**src/hw/cptr_pkg.sv**
```systemverilog
// Notes on behaviour
// - Post-increment word: address pointer, then add one.
// - Post-increment long: address pointer, then add two.
// - Post-decrement word: address pointer, then subtract one.
// - Post-decrement long: address pointer, then subtract two.
// - Second address: first plus one if even.
// - First word to lower register, second next.
// - Offset address: high part, pointer, start, offset.
// - Offset mode leaves pointer unchanged.
// - Offset taken from two-byte instruction extension.
// - Offset-mode instruction never paired in parallel.
package cptr_pkg;

    // ------------------------------------------------------------
    // Widths and reset values
    // ------------------------------------------------------------
    localparam int PTR_W  = 16;
    localparam int HIGH_W = 7;
    localparam int ADDR_W = PTR_W + HIGH_W;
    localparam int REG_W  = 5;
    localparam int EXT_W  = 8;

    localparam logic [PTR_W-1:0]  PTR_RESET  = 16'h0000;
    localparam logic [HIGH_W-1:0] HIGH_RESET = 7'h00;
    localparam logic [PTR_W-1:0]  STEP_WORD  = 16'h0001;
    localparam logic [PTR_W-1:0]  STEP_LONG  = 16'h0002;

    // ------------------------------------------------------------
    // Addressing modes
    // ------------------------------------------------------------
    typedef enum logic [1:0] {
        MODE_PLAIN    = 2'b00,
        MODE_POST_INC = 2'b01,
        MODE_POST_DEC = 2'b10,
        MODE_OFFSET   = 2'b11
    } addr_mode_e;

    typedef enum logic [1:0] {
        ST_IDLE  = 2'b00,
        ST_EXT_L = 2'b01,
        ST_EXT_H = 2'b10
    } fetch_state_e;

endpackage

```
**src/hw/cptr_pair_addr.sv**
```systemverilog
`timescale 1ns/1ps
`default_nettype none

// Forms the second address of a long-word access from the first.
module cptr_pair_addr
    import cptr_pkg::*;
#(
    parameter int AW = ADDR_W
) (
    // First address in
    input  wire logic [AW-1:0] first_addr,
    // Partner address out
    output logic      [AW-1:0] second_addr
);

    always_comb begin
        if (first_addr[0]) begin
            second_addr = first_addr - AW'(1);
        end else begin
            second_addr = first_addr + AW'(1);
        end
    end

endmodule

`default_nettype wire

```
**src/hw/coeff_pointer_address_gen.sv**
```systemverilog
`timescale 1ns/1ps
`default_nettype none

module coeff_pointer_address_gen
    import cptr_pkg::*;
(
    // Clock and reset
    input  wire logic                core_clk,
    input  wire logic                rstn,
    // Pointer load from the CPU
    input  wire logic                ptr_load,
    input  wire logic [PTR_W-1:0]    ptr_load_value,
    input  wire logic                high_load,
    input  wire logic [HIGH_W-1:0]   high_load_value,
    // Circular buffer start
    input  wire logic                circ_enable,
    input  wire logic [PTR_W-1:0]    circular_buffer_start,
    // Access request
    input  wire logic                req_valid,
    input  wire logic [1:0]          req_mode,
    input  wire logic                req_long,
    input  wire logic                req_load,
    input  wire logic [REG_W-1:0]    req_dest_reg,
    // Instruction extension bytes
    input  wire logic                ext_valid,
    input  wire logic [EXT_W-1:0]    ext_byte,
    // Memory answer
    input  wire logic                rd_valid,
    input  wire logic [PTR_W-1:0]    rd_word_first,
    input  wire logic [PTR_W-1:0]    rd_word_second,
    // Address outputs
    output logic                     addr_valid,
    output logic                     addr_long,
    output logic [ADDR_W-1:0]        addr_first,
    output logic [ADDR_W-1:0]        addr_second,
    output logic                     busy,
    output logic                     no_parallel,
    // Register write back
    output logic                     wb_valid,
    output logic                     wb_pair,
    output logic [REG_W-1:0]         wb_reg_lo,
    output logic [PTR_W-1:0]         wb_data_lo,
    output logic [REG_W-1:0]         wb_reg_hi,
    output logic [PTR_W-1:0]         wb_data_hi,
    // Pointer state
    output logic [PTR_W-1:0]         coefficient_pointer,
    output logic [HIGH_W-1:0]        pointer_high_part
);

    // ------------------------------------------------------------
    // Helpers
    // ------------------------------------------------------------

    // Pointer arithmetic stays inside the low 16 bits and never reaches the high part.
    function automatic logic [PTR_W-1:0] ptr_add(input logic [PTR_W-1:0] a,
                                                 input logic [PTR_W-1:0] b);
        ptr_add = a + b;
    endfunction

    function automatic logic [ADDR_W-1:0] join_addr(input logic [HIGH_W-1:0] h,
                                                    input logic [PTR_W-1:0]  p);
        join_addr = {h, p};
    endfunction

    // Subtraction wraps the same way, so a decrement from zero lands at the top.
    function automatic logic [PTR_W-1:0] ptr_sub(input logic [PTR_W-1:0] a,
                                                 input logic [PTR_W-1:0] b);
        ptr_sub = a - b;
    endfunction

    // Word accesses move the pointer by one step and long accesses by two.
    function automatic logic [PTR_W-1:0] step_size(input logic lng);
        step_size = lng ? STEP_LONG : STEP_WORD;
    endfunction

    // ------------------------------------------------------------
    // State
    // ------------------------------------------------------------
    fetch_state_e             state;
    fetch_state_e             next_state;
    logic [EXT_W-1:0]         ext_lo;
    logic [EXT_W-1:0]         next_ext_lo;
    logic                     held_long;
    logic                     next_held_long;
    logic                     held_load;
    logic                     next_held_load;
    logic [REG_W-1:0]         held_reg;
    logic [REG_W-1:0]         next_held_reg;
    logic [REG_W-1:0]         pend_reg;
    logic [REG_W-1:0]         next_pend_reg;
    logic                     pend_long;
    logic                     next_pend_long;
    logic                     pend;
    logic                     next_pend;

    logic [PTR_W-1:0]         next_coefficient_pointer;
    logic [HIGH_W-1:0]        next_pointer_high_part;
    logic                     next_addr_valid;
    logic                     next_addr_long;
    logic [ADDR_W-1:0]        next_addr_first;
    logic                     next_busy;
    logic                     next_no_parallel;
    logic                     next_wb_valid;
    logic                     next_wb_pair;
    logic [REG_W-1:0]         next_wb_reg_lo;
    logic [PTR_W-1:0]         next_wb_data_lo;
    logic [REG_W-1:0]         next_wb_reg_hi;
    logic [PTR_W-1:0]         next_wb_data_hi;

    logic [PTR_W-1:0]         base_ptr;
    logic [PTR_W-1:0]         offset_k;
    logic [ADDR_W-1:0]        pair_addr;

    // Effective base with the optional circular start folded in.
    // The circular inputs are read when the address is formed, so for an offset access
    // they must stay steady until the second extension byte has been taken.
    assign base_ptr = circ_enable ? ptr_add(circular_buffer_start, coefficient_pointer)
                                  : coefficient_pointer;

    assign offset_k = {ext_byte, ext_lo};

    // ------------------------------------------------------------
    // Address pairing
    // ------------------------------------------------------------
    cptr_pair_addr #(
        .AW          (ADDR_W)
    ) u_pair (
        .first_addr  (next_addr_first),
        .second_addr (pair_addr)
    );

    // ------------------------------------------------------------
    // Next-state logic
    // ------------------------------------------------------------
    always_comb begin
        next_state               = state;
        next_ext_lo              = ext_lo;
        next_held_long           = held_long;
        next_held_load           = held_load;
        next_held_reg            = held_reg;
        next_pend_reg            = pend_reg;
        next_pend_long           = pend_long;
        next_pend                = 1'b0;
        next_coefficient_pointer = coefficient_pointer;
        next_pointer_high_part   = pointer_high_part;
        next_addr_valid          = 1'b0;
        next_addr_long           = addr_long;
        next_addr_first          = addr_first;
        next_busy                = busy;
        next_no_parallel         = no_parallel;

        // The high part reloads in any state; a same-cycle access still sees the old one.
        if (high_load) begin
            next_pointer_high_part = high_load_value;
        end

        case (state)
            ST_IDLE: begin
                // Requests and pointer loads are taken only here; while an offset access
                // waits they are dropped without notice, which keeps its base fixed.
                if (ptr_load) begin
                    next_coefficient_pointer = ptr_load_value;
                end
                if (req_valid) begin
                    next_held_long = req_long;
                    next_held_load = req_load;
                    next_held_reg  = req_dest_reg;
                    case (addr_mode_e'(req_mode))
                        MODE_POST_INC: begin
                            next_addr_valid = 1'b1;
                            next_addr_long  = req_long;
                            next_addr_first = join_addr(pointer_high_part, base_ptr);
                            next_coefficient_pointer = ptr_add(coefficient_pointer,
                                step_size(req_long));
                        end
                        MODE_POST_DEC: begin
                            next_addr_valid = 1'b1;
                            next_addr_long  = req_long;
                            next_addr_first = join_addr(pointer_high_part, base_ptr);
                            next_coefficient_pointer = ptr_sub(coefficient_pointer,
                                step_size(req_long));
                        end
                        MODE_OFFSET: begin
                            next_state       = ST_EXT_L;
                            next_busy        = 1'b1;
                            next_no_parallel = 1'b1;
                        end
                        default: begin
                            next_addr_valid = 1'b1;
                            next_addr_long  = req_long;
                            next_addr_first = join_addr(pointer_high_part, base_ptr);
                        end
                    endcase
                end
            end
            ST_EXT_L: begin
                if (ext_valid) begin
                    next_ext_lo = ext_byte;
                    next_state  = ST_EXT_H;
                end
            end
            ST_EXT_H: begin
                if (ext_valid) begin
                    next_addr_valid = 1'b1;
                    next_addr_long  = held_long;
                    next_addr_first = join_addr(pointer_high_part,
                                                ptr_add(base_ptr, offset_k));
                    next_state       = ST_IDLE;
                    next_busy        = 1'b0;
                    next_no_parallel = 1'b0;
                end
            end
            default: begin
                next_state       = ST_IDLE;
                next_busy        = 1'b0;
                next_no_parallel = 1'b0;
            end
        endcase

        // Only one load is tracked: a newer address replaces an unanswered older load,
        // so the memory must not answer the older one after the newer address is out.
        if (next_addr_valid) begin
            next_pend      = next_held_load;
            next_pend_reg  = next_held_reg;
            next_pend_long = next_addr_long;
        end else if (pend && !rd_valid) begin
            next_pend = 1'b1;
        end
    end

    // ------------------------------------------------------------
    // Write back
    // ------------------------------------------------------------
    // first word lower register
    always_comb begin
        next_wb_valid   = pend && rd_valid;
        next_wb_pair    = pend_long;
        next_wb_reg_lo  = pend_reg;
        next_wb_data_lo = rd_word_first;
        next_wb_reg_hi  = REG_W'(pend_reg + REG_W'(1));
        next_wb_data_hi = pend_long ? rd_word_second : PTR_RESET;
    end

    // ------------------------------------------------------------
    // Registers
    // ------------------------------------------------------------
    always_ff @(posedge core_clk) begin
        if (!rstn) begin
            state               <= ST_IDLE;
            ext_lo              <= '0;
            held_long           <= 1'b0;
            held_load           <= 1'b0;
            held_reg            <= '0;
            pend_reg            <= '0;
            pend_long           <= 1'b0;
            pend                <= 1'b0;
            coefficient_pointer <= PTR_RESET;
            pointer_high_part   <= HIGH_RESET;
            addr_valid          <= 1'b0;
            addr_long           <= 1'b0;
            addr_first          <= '0;
            addr_second         <= '0;
            busy                <= 1'b0;
            no_parallel         <= 1'b0;
            wb_valid            <= 1'b0;
            wb_pair             <= 1'b0;
            wb_reg_lo           <= '0;
            wb_data_lo          <= '0;
            wb_reg_hi           <= '0;
            wb_data_hi          <= '0;
        end else begin
            state               <= next_state;
            ext_lo              <= next_ext_lo;
            held_long           <= next_held_long;
            held_load           <= next_held_load;
            held_reg            <= next_held_reg;
            pend_reg            <= next_pend_reg;
            pend_long           <= next_pend_long;
            pend                <= next_pend;
            coefficient_pointer <= next_coefficient_pointer;
            pointer_high_part   <= next_pointer_high_part;
            addr_valid          <= next_addr_valid;
            addr_long           <= next_addr_long;
            addr_first          <= next_addr_first;
            addr_second         <= pair_addr;
            busy                <= next_busy;
            no_parallel         <= next_no_parallel;
            wb_valid            <= next_wb_valid;
            wb_pair             <= next_wb_pair;
            wb_reg_lo           <= next_wb_reg_lo;
            wb_data_lo          <= next_wb_data_lo;
            wb_reg_hi           <= next_wb_reg_hi;
            wb_data_hi          <= next_wb_data_hi;
        end
    end

endmodule

`default_nettype wire

```
**config.mk**
```make
export PLATFORM = sky130hd
export DESIGN_NAME = coeff_pointer_address_gen
export DESIGN_NICKNAME = d
export VERILOG_FILES = /design/src/hw/cptr_pkg.sv /design/src/hw/cptr_pair_addr.sv /design/src/hw/coeff_pointer_address_gen.sv
export SDC_FILE = /design/constraint.sdc
export NUM_CORES = 1
export LEC_CHECK = 0
export ABC_AREA = 1
export BUFFER_PORTS_ARGS = -buffer_cell sky130_fd_sc_hd__buf_4
export CORE_UTILIZATION = 31
export CTS_CLUSTER_DIAMETER = 200
export CTS_CLUSTER_SIZE = 10
export DETAILED_ROUTE_END_ITERATION = 7
export PLACE_DENSITY = 0.52
export SYNTH_ARGS = -nofsm -noshare
export SYNTH_HDL_FRONTEND = slang
export SYNTH_HIERARCHICAL = 1
export SYNTH_SLANG_ARGS = --single-unit
```
**constraint.sdc**
```tcl
create_clock -name core_clk -period 6.6 [get_ports core_clk]
set_input_delay 0.66 -clock core_clk [delete_from_list [all_inputs] [get_ports core_clk]]
set_output_delay 0.66 -clock core_clk [all_outputs]
set_load 0.05 [all_outputs]
```
=== After elaboration in Yosys (flattened, before gate mapping) ===
Cells that the tools add are included.

* ROM bits: 0
* Output and inout bits: 117
* RAM bits: 0
* Memories: 0
* Word-level logic and storage cells: 80
* Input port bits: 96
* Latch bits: 0
* Register bits: 140

* Divide/modulo/power cells: 0
* Multiplexer cells: 33
* Reductions and logical operators: 9
* Shifts and indexed selects: 0
* Equal/unequal tests: 9
* Order comparisons: 0
* Multipliers: 0
* Bitwise operators: 1
* Add/subtract/negate cells: 7

{| class="wikitable"
|+ Operators by type and width
! kind !! number
|-
| 23-bit 2-to-1 mux || 4
|-
| 16-bit adder || 3
|-
| 16-bit 2-to-1 mux || 3
|-
| 23-bit one-hot mux with 2 select lines || 1
|-
| 16-bit one-hot mux with 2 select lines || 1
|-
| 23-bit by 1-bit adder with 23-bit output, second input constant || 1
|-
| 23-bit by 1-bit subtractor with 23-bit output, second input constant || 1
|-
| 16-bit by 2-bit subtractor with 16-bit output || 1
|-
| 1-bit 2-to-1 mux || 13
|-
| 2-bit 2-to-1 mux || 5
|-
| 5-bit 2-to-1 mux || 2
|-
| 4-bit AND reduction || 2
|-
| 2-bit equality test, second input constant || 3
|-
| 2-bit != test, second input constant || 3
|-
| 2-bit one-hot mux with 3 select lines || 1
|-
| 2-bit AND reduction || 3
|-
| 5-bit by 1-bit adder with 5-bit output, second input constant || 1
|-
| 2-bit by 1-bit equality test with 1-bit output, second input constant || 2
|-
| 1-bit one-hot mux with 2 select lines || 2
|-
| 1-bit one-hot mux with 3 select lines || 1
|-
| 1-bit logical AND || 2
|-
| 2-bit logical NOT || 1
|-
| 2-bit by 1-bit != test with 1-bit output, second input constant || 1
|-
| 1-bit logical NOT || 1
|-
| 1-bit inverter || 1
|}

=== Longest topological paths before layout ===
Gate-level depths: netlist of run 1.

* Word-level depth: 7
* Gate-level depth with buffers: 35

=== Hierarchy ===
Netlist of run 1, hierarchy kept.

{| class="wikitable"
|+ Modules (own cells, without submodules)
! module !! cells each !! area an instance (µm²) !! sequential area each (µm²) !! instances
|-
| coeff_pointer_address_gen || 1,095 || 7,662.3 || 2,802.7 || 1
|-
| cptr_pair_addr || 338 || 1,650.3 || 0.0 || 1
|}

=== Worst setup path after synthesis of run 1 ===
Ideal clock, no wire load.

* Kind: flip-flop to flip-flop
* Start point: register coefficient_pointer[0]
* End point: register addr_second[15]
* Path slack: 2.192 ns
* Data arrival time: 4.298 ns
* Setup time: 0.110 ns
* Stages on the path, launching flop included: 33
* Path buffers: 0
* Required time: 6.490 ns
* Path through: dfxtp_1 ha_1 fa_1 nand2_2 a21oi_2 nand2_2 a21oi_4 xnor2_1 nand2_1 o21a_2 ha_1 inv_1 o21ai_0 a21oi_1 nand2_1 nand2_1 nand2_1 or2_2 nand3_1 nand3_1 nand2_1 inv_1 ha_1 nand2_2 inv_2 a21oi_2 nor2_1 nor2_1 nand2_1 nand2_1 nand2_1 nand2_1 inv_1

* Word-level cells in the longest chain between the ends: 7
* Elaborated cells on any way between the ends: 10
* Classes of those cells: add/sub (4); mux (6)

{| class="wikitable"
|+ RTL lines
! item !! RTL line !! RTL
|-
| start, declared || coeff_pointer_address_gen.sv:46 || <nowiki>output logic [PTR_W-1:0] coefficient_pointer,</nowiki>
|-
| start signal, assigned || coeff_pointer_address_gen.sv:280 || <nowiki>coefficient_pointer <= next_coefficient_pointer;</nowiki>
|-
| 16-bit adder || coeff_pointer_address_gen.sv:57 || <nowiki>ptr_add = a + b;</nowiki>
|-
| 16-bit 2-to-1 mux * || coeff_pointer_address_gen.sv:117 || <nowiki>assign base_ptr = circ_enable ? ptr_add(circular_buffer_start, coefficient_pointer)</nowiki>
|-
| 16-bit adder or 23-bit 2-to-1 mux (tied branches) || coeff_pointer_address_gen.sv:57, coeff_pointer_address_gen.sv:168 ||
|-
| 23-bit 2-to-1 mux (on tied branches) || coeff_pointer_address_gen.sv:203, coeff_pointer_address_gen.sv:164 ||
|-
| 23-bit one-hot mux with 2 select lines * || coeff_pointer_address_gen.sv:157 || <nowiki>case (state)</nowiki>
|-
| via next_addr_first[9] || coeff_pointer_address_gen.sv:100 || <nowiki>logic [ADDR_W-1:0] next_addr_first;</nowiki>
|-
| 23-bit by 1-bit adder with 23-bit output or 23-bit by 1-bit subtractor with 23-bit output (tied branches) || cptr_pair_addr.sv:20, cptr_pair_addr.sv:18 ||
|-
| 23-bit 2-to-1 mux * || cptr_pair_addr.sv:17 || <nowiki>if (first_addr[0]) begin</nowiki>
|-
| via pair_addr[15] || coeff_pointer_address_gen.sv:112 || <nowiki>logic [ADDR_W-1:0] pair_addr;</nowiki>
|-
| end signal, assigned || coeff_pointer_address_gen.sv:285 || <nowiki>addr_second <= pair_addr;</nowiki>
|-
| end, declared || coeff_pointer_address_gen.sv:35 || <nowiki>output logic [ADDR_W-1:0] addr_second,</nowiki>
|}

Mark *: on every way through the listed nets, which the timed path passes. The rest lies on a longest branch.
A chain may end at the register's enable or synchronous reset.

=== Final worst setup path of run 1 ===
* Start point: register coefficient_pointer[6]
* End point: register addr_second[15]

Same word-level chain as after synthesis.

==> flow_summary.toml, run 1 <==
[floorplan]
ios = 213
initial_core_util_pct = 31.5
fp.dieW_um = 175
die-height_um = 175
die-area_um2 = 30700
coreArea_um2 = 29600
rows = 63

[setup_path]
arrival_ns = 5.17
crit_required_ns = 6.93
critPathLaunchType = "flip-flop"
worstSetupPathType = "flip-flop to flip-flop"
critical_path.most_common_cell = "nand2_1"
crit_fanout = 6
critPathMaxStageDelay_ns = 0.58
end_kind = "flip-flop"
slowest_stage = "dfxtp_1"
cpLargestDelayFamily = "simple AND/OR/NAND/NOR gates"
path_buf_inv = 6

[timing]
max_freq_ghz = 0.206
post-route-period-util_pct = 73.4
finalHoldViolCount = 0
finalSetupViolCount = 0
fin_setup_tns_ns = 0
fin_skew_ns = 0.0106
finalMaxSlewViolations = 0
slew_headroom_pct = 38.9
tightestPinTransition_ns = 0.915
rsz0062_at_grt = "no"
final.min_clock_period_ns = 4.85

[yosys]
synthDistinctLibCells = 52
synth-edff-count = 0
netlist.area_leader.share_pct = 30.1
async_flop_share_pct = 0
syn_avg_cell_area_um2 = 6.50
synthFlopType = "dfxtp_1"
synthSimpleGateAreaFrac_pct = 29.8
ys_seq_area_share_pct = 30.1
synth_top_family_by_area = "simple AND/OR/NAND/NOR gates"
synthesis.area_um2 = 9310
synth_area_leaders = "dfxtp_1, nand2_1, inv_1, ha_1, nor2_1"
syn_nets = 1603
synthAdderAreaFrac_pct = 10.2
netlist_instances = 1433
synth_xor_area_share_pct = 2.54
synth_seq_cells = 140
synth_compound_area_share_pct = 14.1
yosys_warnings = 6
yosys-mux-area-fraction_pct = 0.860
yosys.area.top_type = "dfxtp_1"

[cells_and_area]
diodes = 0
nets = 1805
reg.largest.list = "addr_first: 23 flops, addr_second: 23 flops"
final_cells = 2038
final_common_cell = "nand2_1"
mostFrequentLayoutCells = "nand2_1, inv_1, buf_4"
area_growth_syn_to_layout_pct = 27.5
drive_above_1_share_pct = 19.2

[detailed_routing]
ant_nets = 0
routed_wl_um = 30100
avgRoutedWirePerCell_um = 14.8
via_per_inst = 4.66
vias = 9488
first_iter_violations = 487
drc = 0
firstDrtPassIters = 5

[pwr]
switching_share_pct = 40.3
intPower_w = 0.00188
power_w = 0.00314
pwr-share-seq_pct = 31.5
peakVddDrop_v = 0.000164
powerDensity_nw_per_um2 = 265
p_comb_share_pct = 36.7
p_sw_w = 0.00127
p_leak_nw = 6.56
p_clk_share_pct = 31.7

[grt]
grt_pass1_vias = 9111
grt_use_total_pct = 19.8
grt_pass1_wl_um = 47400
grt-ovfl-total = 0
antenna_found_initial = 0
grt_max_degree = 73

[outcome]
status = "completed"

[clock_network]
hold_buffers = 0
clk_path_buf_depth = 2
htree_levels = 4
cts_root_buf = "clkbuf_16"
post-cts-setup-buffers = 0
worstSkewPairLatency_ns = 0.43
cts_tree = "done"
clock-sinks = 140
numCtsBuffers = 17
cts-resized-gates = 0
clk_pin_slew_ns = 0.07

[placement]
routabilityCongestion = 0.919
dp.final_hpwl_um = 23900
placed_cells = 2006
portBuffers = 212

[worst_hold_path]
hold_class = "primary input to flip-flop"

[job]
drv_cap = 0
tightest hold or removal path, stage by stage:
cell	delay, ns
buf_4	0.07
nand2_1	0.04
inv_1	0.04
cell families (layout without fill, tap and decap cells):
family	after synthesis	after routing
mux	8	8
flops	140	140
xor+xnor	27	27
fa+ha+maj	74	74
compound gates	226	226
buf+inv	301	516
simple gates	657	657
cell type report:
type	instances	area, um2
inverter	269	1010
clock inverter	15	176
timing repair buffer	215	1610
fill	3178	17700
sequential	140	2800
tap	390	488
multi-input combinational	992	5350
clock buffer	17	425
power groups by stage:
stage / combinational [W] / clock [W] / sequential, W
2_1_floorplan: 0.000589 / 0 / 0.00122
3_3_place_gp: 0.00116 / 0 / 0.00101
3_5_place_dp: 0.00116 / 0 / 0.00101
4_1_cts: 0.00116 / 0.00103 / 0.000993
5_1_grt: 0.00127 / 0.00107 / 0.00100
6_report: 0.00116 / 0.000998 / 0.000991
final timing paths:
kind	start	end	slack [ns]	cells after the start
worst min register to register	ext_lo[6]	ext_lo[6]	0.45	2
worst max register to register	coefficient_pointer[6]	addr_second[15]	1.75	30
worst max-delay path	coefficient_pointer[6]	addr_second[15]	1.75	30
worst min-delay path	rd_word_first[1]	wb_data_lo[1]	0.40	3
synth_stat cells, drive strengths merged, types with 3 or more instances:
library cell and n:
nand2 404, inv 266, dfxtp 140, nor2 130, a21oi 91, nand3 86, o21ai 75, ha 71
clkbuf 20, xor2 17, buf 12, nor3 12, a21o 10, a31oi 10, or2 10, xnor2 10
o211ai 9, mux2i 8, nand4 8, o21bai 6, nand3b 4, a211oi 3, a21boi 3, clkinv 3
fa 3, o21a 3, o221ai 3, o22ai 3
metal layers:
metal	track usage (%)	part of all wire, %	vias up
met3	4.68	6.8	44
li1	-	-	4930
met2	31.6	43	252
met5	0	0	-
met1	25.9	47	4262
met4	7.32	2.6	0
stage by stage:
step                utilization (%)  area (um2)  hold WS [ns]  setup slack, ns
finish                         40.2       11900         0.402             1.75
global route                   40.2       11900         0.398             1.28
CTS                            40.2       11900         0.383             1.75
detailed placement             38.1       11300         0.443             1.44
global placement               38.1       11300         0.438             1.39
floorplan                         -        9310         0.416             2.19
Power figures use the tool's default switching activity.
==> run 2, diff against run 1 <==
- ABC_AREA: 1 -> 0
- clock period: 6.6 -> 4.6 ns (I/O delays scaled with it)
==> run 2 against run 1 <==
  * The flow now finishes with violations (negative setup slack)
  * Worst hold slack got worse by 0.19 ns
  * Synthesized cell count is 31% lower
  * Total power is 58% higher
  * Register-to-register slack got worse by 2.3 ns
  * Core utilization grew 8.6 points
  * Sequential power increased by 38%
  * Cell count fell by 14%
  * Clock skew rose by 0.0018 ns
  * Largest cell class unchanged
  * Highest routed layer unchanged
==> flow_summary.toml, run 2 <==
[placement]
portBuffers = 212
dp_slack_ns = -1.05
routabilityCongestion = 0.864
dp.final_hpwl_um = 21200
dpl_cell_area_um2 = 11700

[grt]
grt_pass1_vias = 8265
grt-ovfl-total = 0
antenna_found_initial = 0
met3_usage_pct = 2.71
gr-max-usage-layer = "met2"
grt_max_degree = 95
grt_use_total_pct = 19.7
use_met1_pct = 26.0
grt_pass1_wl_um = 44200
use_met2_pct = 33.8

[cells_and_area]
finish.instance_area_um2 = 13200
mostFrequentLayoutCells = "buf_4, dfxtp_1, nor2_1"
postLayoutCoreUtil_pct = 48.8
nets = 1529
diodes = 0
final_common_cell = "buf_4"
area_growth_syn_to_layout_pct = 53.6
drive_above_1_share_pct = 41.7
reg.largest.list = "addr_first: 23 flops, addr_second: 23 flops"

[yosys]
synthFlopType = "dfxtp_1"
yosysMostFrequentCell = "dfxtp_1"
synth_seq_cells = 140
synth_commonest_cells = "dfxtp_1, nor2_1, nand2_1"
synth_compound_area_share_pct = 20.8
yosys.area.top_type = "dfxtp_1"
synthDistinctLibCells = 85
synthSimpleGateAreaFrac_pct = 20.9
synthAdderAreaFrac_pct = 11.0
synth-edff-count = 0
syn_avg_cell_area_um2 = 8.65
synth_xor_area_share_pct = 5.29
yosys-mux-area-fraction_pct = 5.05
synth_top_family_by_area = "simple AND/OR/NAND/NOR gates"
async_flop_share_pct = 0
netlist_instances = 995
ys_seq_area_share_pct = 32.6
netlist.area_leader.share_pct = 32.6
synth_area_leaders = "dfxtp_1, ha_1, and2_1, mux2i_1, nor2_1"
syn_nets = 1165
yosys_warnings = 6
synthesis.area_um2 = 8600

[clock_network]
worstSkewPairLatency_ns = 0.42
cts_tree = "done"
numCtsBuffers = 17
cts_root_buf = "clkbuf_16"
clk_pin_slew_ns = 0.07
clk_path_buf_depth = 2
clock-sinks = 140
hold_buffers = 0
htree_levels = 4

[timing]
rsz0062_at_grt = "yes"
max_freq_ghz = 0.193
post-route-period-util_pct = 113
fin_setup_tns_ns = -3.00
finalHoldViolCount = 0
slew_headroom_pct = 38.4
finalMaxSlewViolations = 0
fin_skew_ns = 0.0124
tightestPinTransition_ns = 0.914
finalSetupViolCount = 10
setup_ws_ns = -0.585
final.min_clock_period_ns = 5.18

[worst_hold_path]
hold_class = "primary input to flip-flop"

[floorplan]
fp.dieW_um = 169
coreArea_um2 = 27100
die-area_um2 = 28400
die-height_um = 169
initial_core_util_pct = 31.7
rows = 60
ios = 213

[detailed_routing]
avgRoutedWirePerCell_um = 16.1
ant_nets = 0
firstDrtPassIters = 5
routed_wl_um = 28100
via_per_inst = 4.88
drc = 0
first_iter_violations = 434
vias = 8514

[setup_path]
cp-startpoint = "coefficient_pointer[0]"
crit_required_ns = 4.91
slowest_stage = "fa_2"
crit_fanout = 3
critPathLaunchType = "flip-flop"
r2r_end = "addr_second[20]"
critPathCapture = "addr_second[20]"
critical_path.most_common_cell = "buf_4"
r2r-start = "coefficient_pointer[0]"
end_kind = "flip-flop"
r2r_cells = 28
arrival_ns = 5.50
worstSetupPathType = "flip-flop to flip-flop"
r2r_setup_slack_ns = -0.58
critPathMaxStageDelay_ns = 0.37

[job]
drv_cap = 0

[pwr]
switching_share_pct = 37.5
p_comb_share_pct = 43.3
pwr-share-seq_pct = 27.7
powerDensity_nw_per_um2 = 375
p_clk_share_pct = 29.0
intPower_w = 0.00310
peakVddDrop_v = 0.000222
p_sw_w = 0.00186
p_leak_nw = 6.21

[outcome]
violations = "negative setup slack"
status = "complete, but fails checks"
## run 2: cell count changes after synthesis, moves of 13 or more
cell,before,now
and3_1,1,22
a211oi_1,3,17
nand3_1,79,20
mux2i_1,8,34
nand2_1,391,77
inv_2,17,0
o21ai_0,59,46
a21oi_1,86,62
a21o_1,10,24
and2_1,1,64
nor2_1,117,83
xnor2_1,10,35
inv_1,249,34
## run 2: worst max-delay path: cells and delay by family, from the launching register on
| kind | cells | cell delay [ns] |
|---|---|---|
| AOI/OAI and AO/OA | 12 | 2.09 |
| and+or+nand+nor | 5 | 0.53 |
| xor gates and xnor gates | 1 | 0.14 |
| buffers and inverters | 4 | 0.57 |
| adders and majority gates | 4 | 1.10 |
| DFF | 1 | 0.35 |
| muxes | 2 | 0.28 |
## run 2: metal layers
layer	share of wire, %	up-vias	wire length (um)
met3	4.0	27	1130
met1	48	3979	13400
li1	-	4301	-
met2	47	207	13200
met4	1.3	0	377
met5	0	-	0
## run 2: metrics by stage
stage | hold WS, ns | instances | total power (W)
final | 0.216 | 1744 | 0.00495
after detailed placement | 0.453 | 1684 | 0.00325
after global placement | 0.445 | 1684 | 0.00325
after floorplan | 0.435 | 995 | 0.00255
after CTS | 0.197 | 1737 | 0.00491
after global routing | 0.220 | 1744 | 0.00522
## run 2: worst min-delay path by stage
stage | start | to | depth (start not counted)
floorplan | held_load | held_load | 2
global placement | held_long | held_long | 2
detailed placement | held_long | held_long | 2
CTS | rd_valid | pend | 2
global route | rd_valid | pend | 2
finish | rd_valid | pend | 2
## run 2: kinds of logic (layout without fill, tap and decap cells)
kind of cell,Yosys count,count (layout)
adder cells (fa/ha/maj),74,74
AO/OA/AOI/OAI,255,255
flip-flops,140,140
XOR/XNOR,52,52
buffers and inverters,81,458
AND/OR/NAND/NOR,351,351
multiplexers,42,42
## run 2: area by class of cell
class	instances	area [um2]
Clock inverter	14	158
Clock buffer	18	450
Timing Repair Buffer	392	2980
Multi-Input combinational cell	774	6210
Sequential cell	140	2820
Tap cell	372	465
Fill cell	2585	13900
Inverter	34	128
## run 2: timing repair
action,CTS,global route
gates resized for setup,106,39
setup buffers,21,7
setup endpoints to repair,15,15
pin swaps,67,17
gates cloned,0,0
## run 2: power groups by stage
stage | clock network [W] | logic (W) | registers [W]
finish | 0.00144 | 0.00215 | 0.00137
global route | 0.00152 | 0.00231 | 0.00138
CTS | 0.00147 | 0.00206 | 0.00137
detailed placement | 0 | 0.00185 | 0.00140
global placement | 0 | 0.00185 | 0.00140
floorplan | 0 | 0.000843 | 0.00171
==> run 3, diff against run 2 <==
==> constraint.sdc (replaced) <==
create_clock -name core_clk -period 4.6 [get_ports core_clk]
set_input_delay 1.38 -clock core_clk [delete_from_list [all_inputs] [get_ports core_clk]]
set_output_delay 1.38 -clock core_clk [all_outputs]
set_load 0.05 [all_outputs]
==> run 3 against run 2 <==
  * The run still ends with negative setup slack left
  * Fmax fell by 9.0%
  * Routed wire length rose by 5.8%
  * Critical path depth fell by 1
==> flow_summary.toml, run 3 (synthesis gave the netlist of run 2 again) <==
[outcome]
status = "complete, but fails checks"
violations = "negative setup slack"

[setup_path]
r2r-start = "coefficient_pointer[1]"
critPathMaxStageDelay_ns = 0.37
r2r_cells = 26
worstSetupPathType = "primary input to flip-flop"
r2r_end = "addr_second[22]"
r2r_setup_slack_ns = -0.43
critPathLaunchType = "primary input"
end_kind = "flip-flop"
slowest_stage = "fa_2"
arrival_ns = 6.06
crit_required_ns = 4.97
crit_fanout = 6

[detailed_routing]
avgRoutedWirePerCell_um = 16.5
drc = 0
ant_nets = 0
firstDrtPassIters = 5
first_iter_violations = 460
via_per_inst = 4.93
routed_wl_um = 29700
vias = 8875

[cells_and_area]
reg.largest.list = "addr_first: 23 flops, addr_second: 23 flops"
regArea_um2 = 2800
nets = 1587
mostFrequentLayoutCells = "buf_4, dfxtp_1, nor2_1"
diodes = 0
drive_above_1_share_pct = 45.9
finish.instance_area_um2 = 13900
final_common_cell = "buf_4"
multiInputGateArea_um2 = 6450
area_growth_syn_to_layout_pct = 62.1
n_fill_cell = 2546

[timing]
finalMaxSlewViolations = 0
tightestPinTransition_ns = 0.954
fin_skew_ns = 0.0145
finalHoldViolCount = 0
slew_headroom_pct = 35.7
fin_setup_tns_ns = -14.20
rsz0062_at_grt = "yes"
max_freq_ghz = 0.176
finalSetupViolCount = 18
final.min_clock_period_ns = 5.70
setup_ws_ns = -1.10
post-route-period-util_pct = 124

[clock_network]
htree_levels = 4
numCtsBuffers = 17
clk_pin_slew_ns = 0.07
worstSkewPairLatency_ns = 0.43
clk_path_buf_depth = 2
clock-sinks = 140
cts_tree = "done"
cts_root_buf = "clkbuf_16"

[floorplan]
coreArea_um2 = 27100
die-height_um = 169
initial_core_util_pct = 31.7
die-area_um2 = 28400
rows = 60
ios = 213
fp.dieW_um = 169

[placement]
portBuffers = 212
dp.final_hpwl_um = 22100
routabilityCongestion = 0.891
dpl_cell_area_um2 = 12100

[grt]
grt-ovfl-total = 0
antenna_found_initial = 0
grt_pass1_wl_um = 46500
grt_max_degree = 59
grt_pass1_vias = 8778
grt_use_total_pct = 20.9

[worst_hold_path]
hold_class = "flip-flop to flip-flop"
hold_depth = 2
min_to = "held_long"
min-delay-start = "held_long"

[pwr]
p_leak_nw = 6.59
peakVddDrop_v = 0.000211
powerDensity_nw_per_um2 = 370

[job]
drv_cap = 0
[run 3: changes by cell type in the layout (fill, tap and decap cells not counted), moves of 5 or more]
cell / before / now
buf_6: 6 / 27
inv_6: 7 / 2
a21oi_2: 17 / 23
dfxtp_2: 5 / 0
dfxtp_1: 131 / 140
buf_4: 385 / 422
a21oi_1: 42 / 32
nand2_1: 72 / 66
[run 3: worst max path at each step]
stage / startpoint / endpoint / slack, ns / depth (start not counted)
after floorplan: circular_buffer_start[0] / addr_second[22] / -1.31 / 26
after global placement: circular_buffer_start[0] / addr_second[22] / -2.01 / 28
after detailed placement: circular_buffer_start[0] / addr_second[22] / -2.02 / 28
after CTS: circular_buffer_start[0] / addr_second[22] / -1.11 / 27
after global routing: circular_buffer_start[0] / addr_second[22] / -1.33 / 27
final: circular_buffer_start[0] / addr_second[22] / -1.10 / 27
[run 3: per-stage QoR]
step / power (W) / worst slack (ns) / util (%) / instances / hold slack (ns)
6_report: 0.00516 / -1.10 / 51.5 / 1802 / 0.462
5_1_grt: 0.00543 / -1.33 / 51.5 / 1802 / 0.475
4_1_cts: 0.00505 / -1.11 / 50.0 / 1794 / 0.460
3_5_place_dp: 0.00335 / -2.02 / 44.5 / 1724 / 0.450
3_3_place_gp: 0.00334 / -2.01 / 44.5 / 1724 / 0.449
2_1_floorplan: 0.00259 / -1.31 / - / 995 / 0.435
[run 3: what timing repair did]
action,CTS,global route
pin swaps,76,31
endpoints found under the setup margin,19,23
cloned,0,0
gates resized for setup,118,68
buffers inserted,44,9
hold endpoints to repair,0,0
hold buffers,0,0
[run 3: area by class of cell]
class | instances | area share, %
Clock inverter | 15 | 1.32
Clock buffer | 17 | 3.05
Tap cell | 372 | 3.34
Timing Repair Buffer | 450 | 25.0
Multi-Input combinational cell | 774 | 46.2
Inverter | 34 | 0.915
Sequential cell | 140 | 20.1
[run 3: worst max-delay path, delay by kind of cell]
family	cells	cell delay [ns]
and+or+nand+nor	3	0.37
xor gates and xnor gates	1	0.08
AOI/OAI and AO/OA	15	2.67
muxes	2	0.36
adders and majority gates	4	1.00
buffers and inverters	2	0.21
[run 3: where the power goes]
group	total, W	leakage (nW)	switching [W]	internal [W]
registers	0.00137	1.15	0.0000591	0.00131
logic	0.00236	5.14	0.00125	0.00111
clock network	0.00142	0.298	0.000679	0.000740
total	0.00516	6.59	0.00199	0.00316
[run 3: routing by layer]
| layer | global-route usage, % | vias to the layer above | part of all wire (%) |
|---|---|---|---|
| met5 | 0 | - | 0 |
| met4 | 7.91 | 0 | 2.8 |
| met3 | 3.58 | 49 | 4.3 |
| met2 | 35.0 | 246 | 47 |
| met1 | 26.8 | 4151 | 46 |
| li1 | - | 4429 | - |
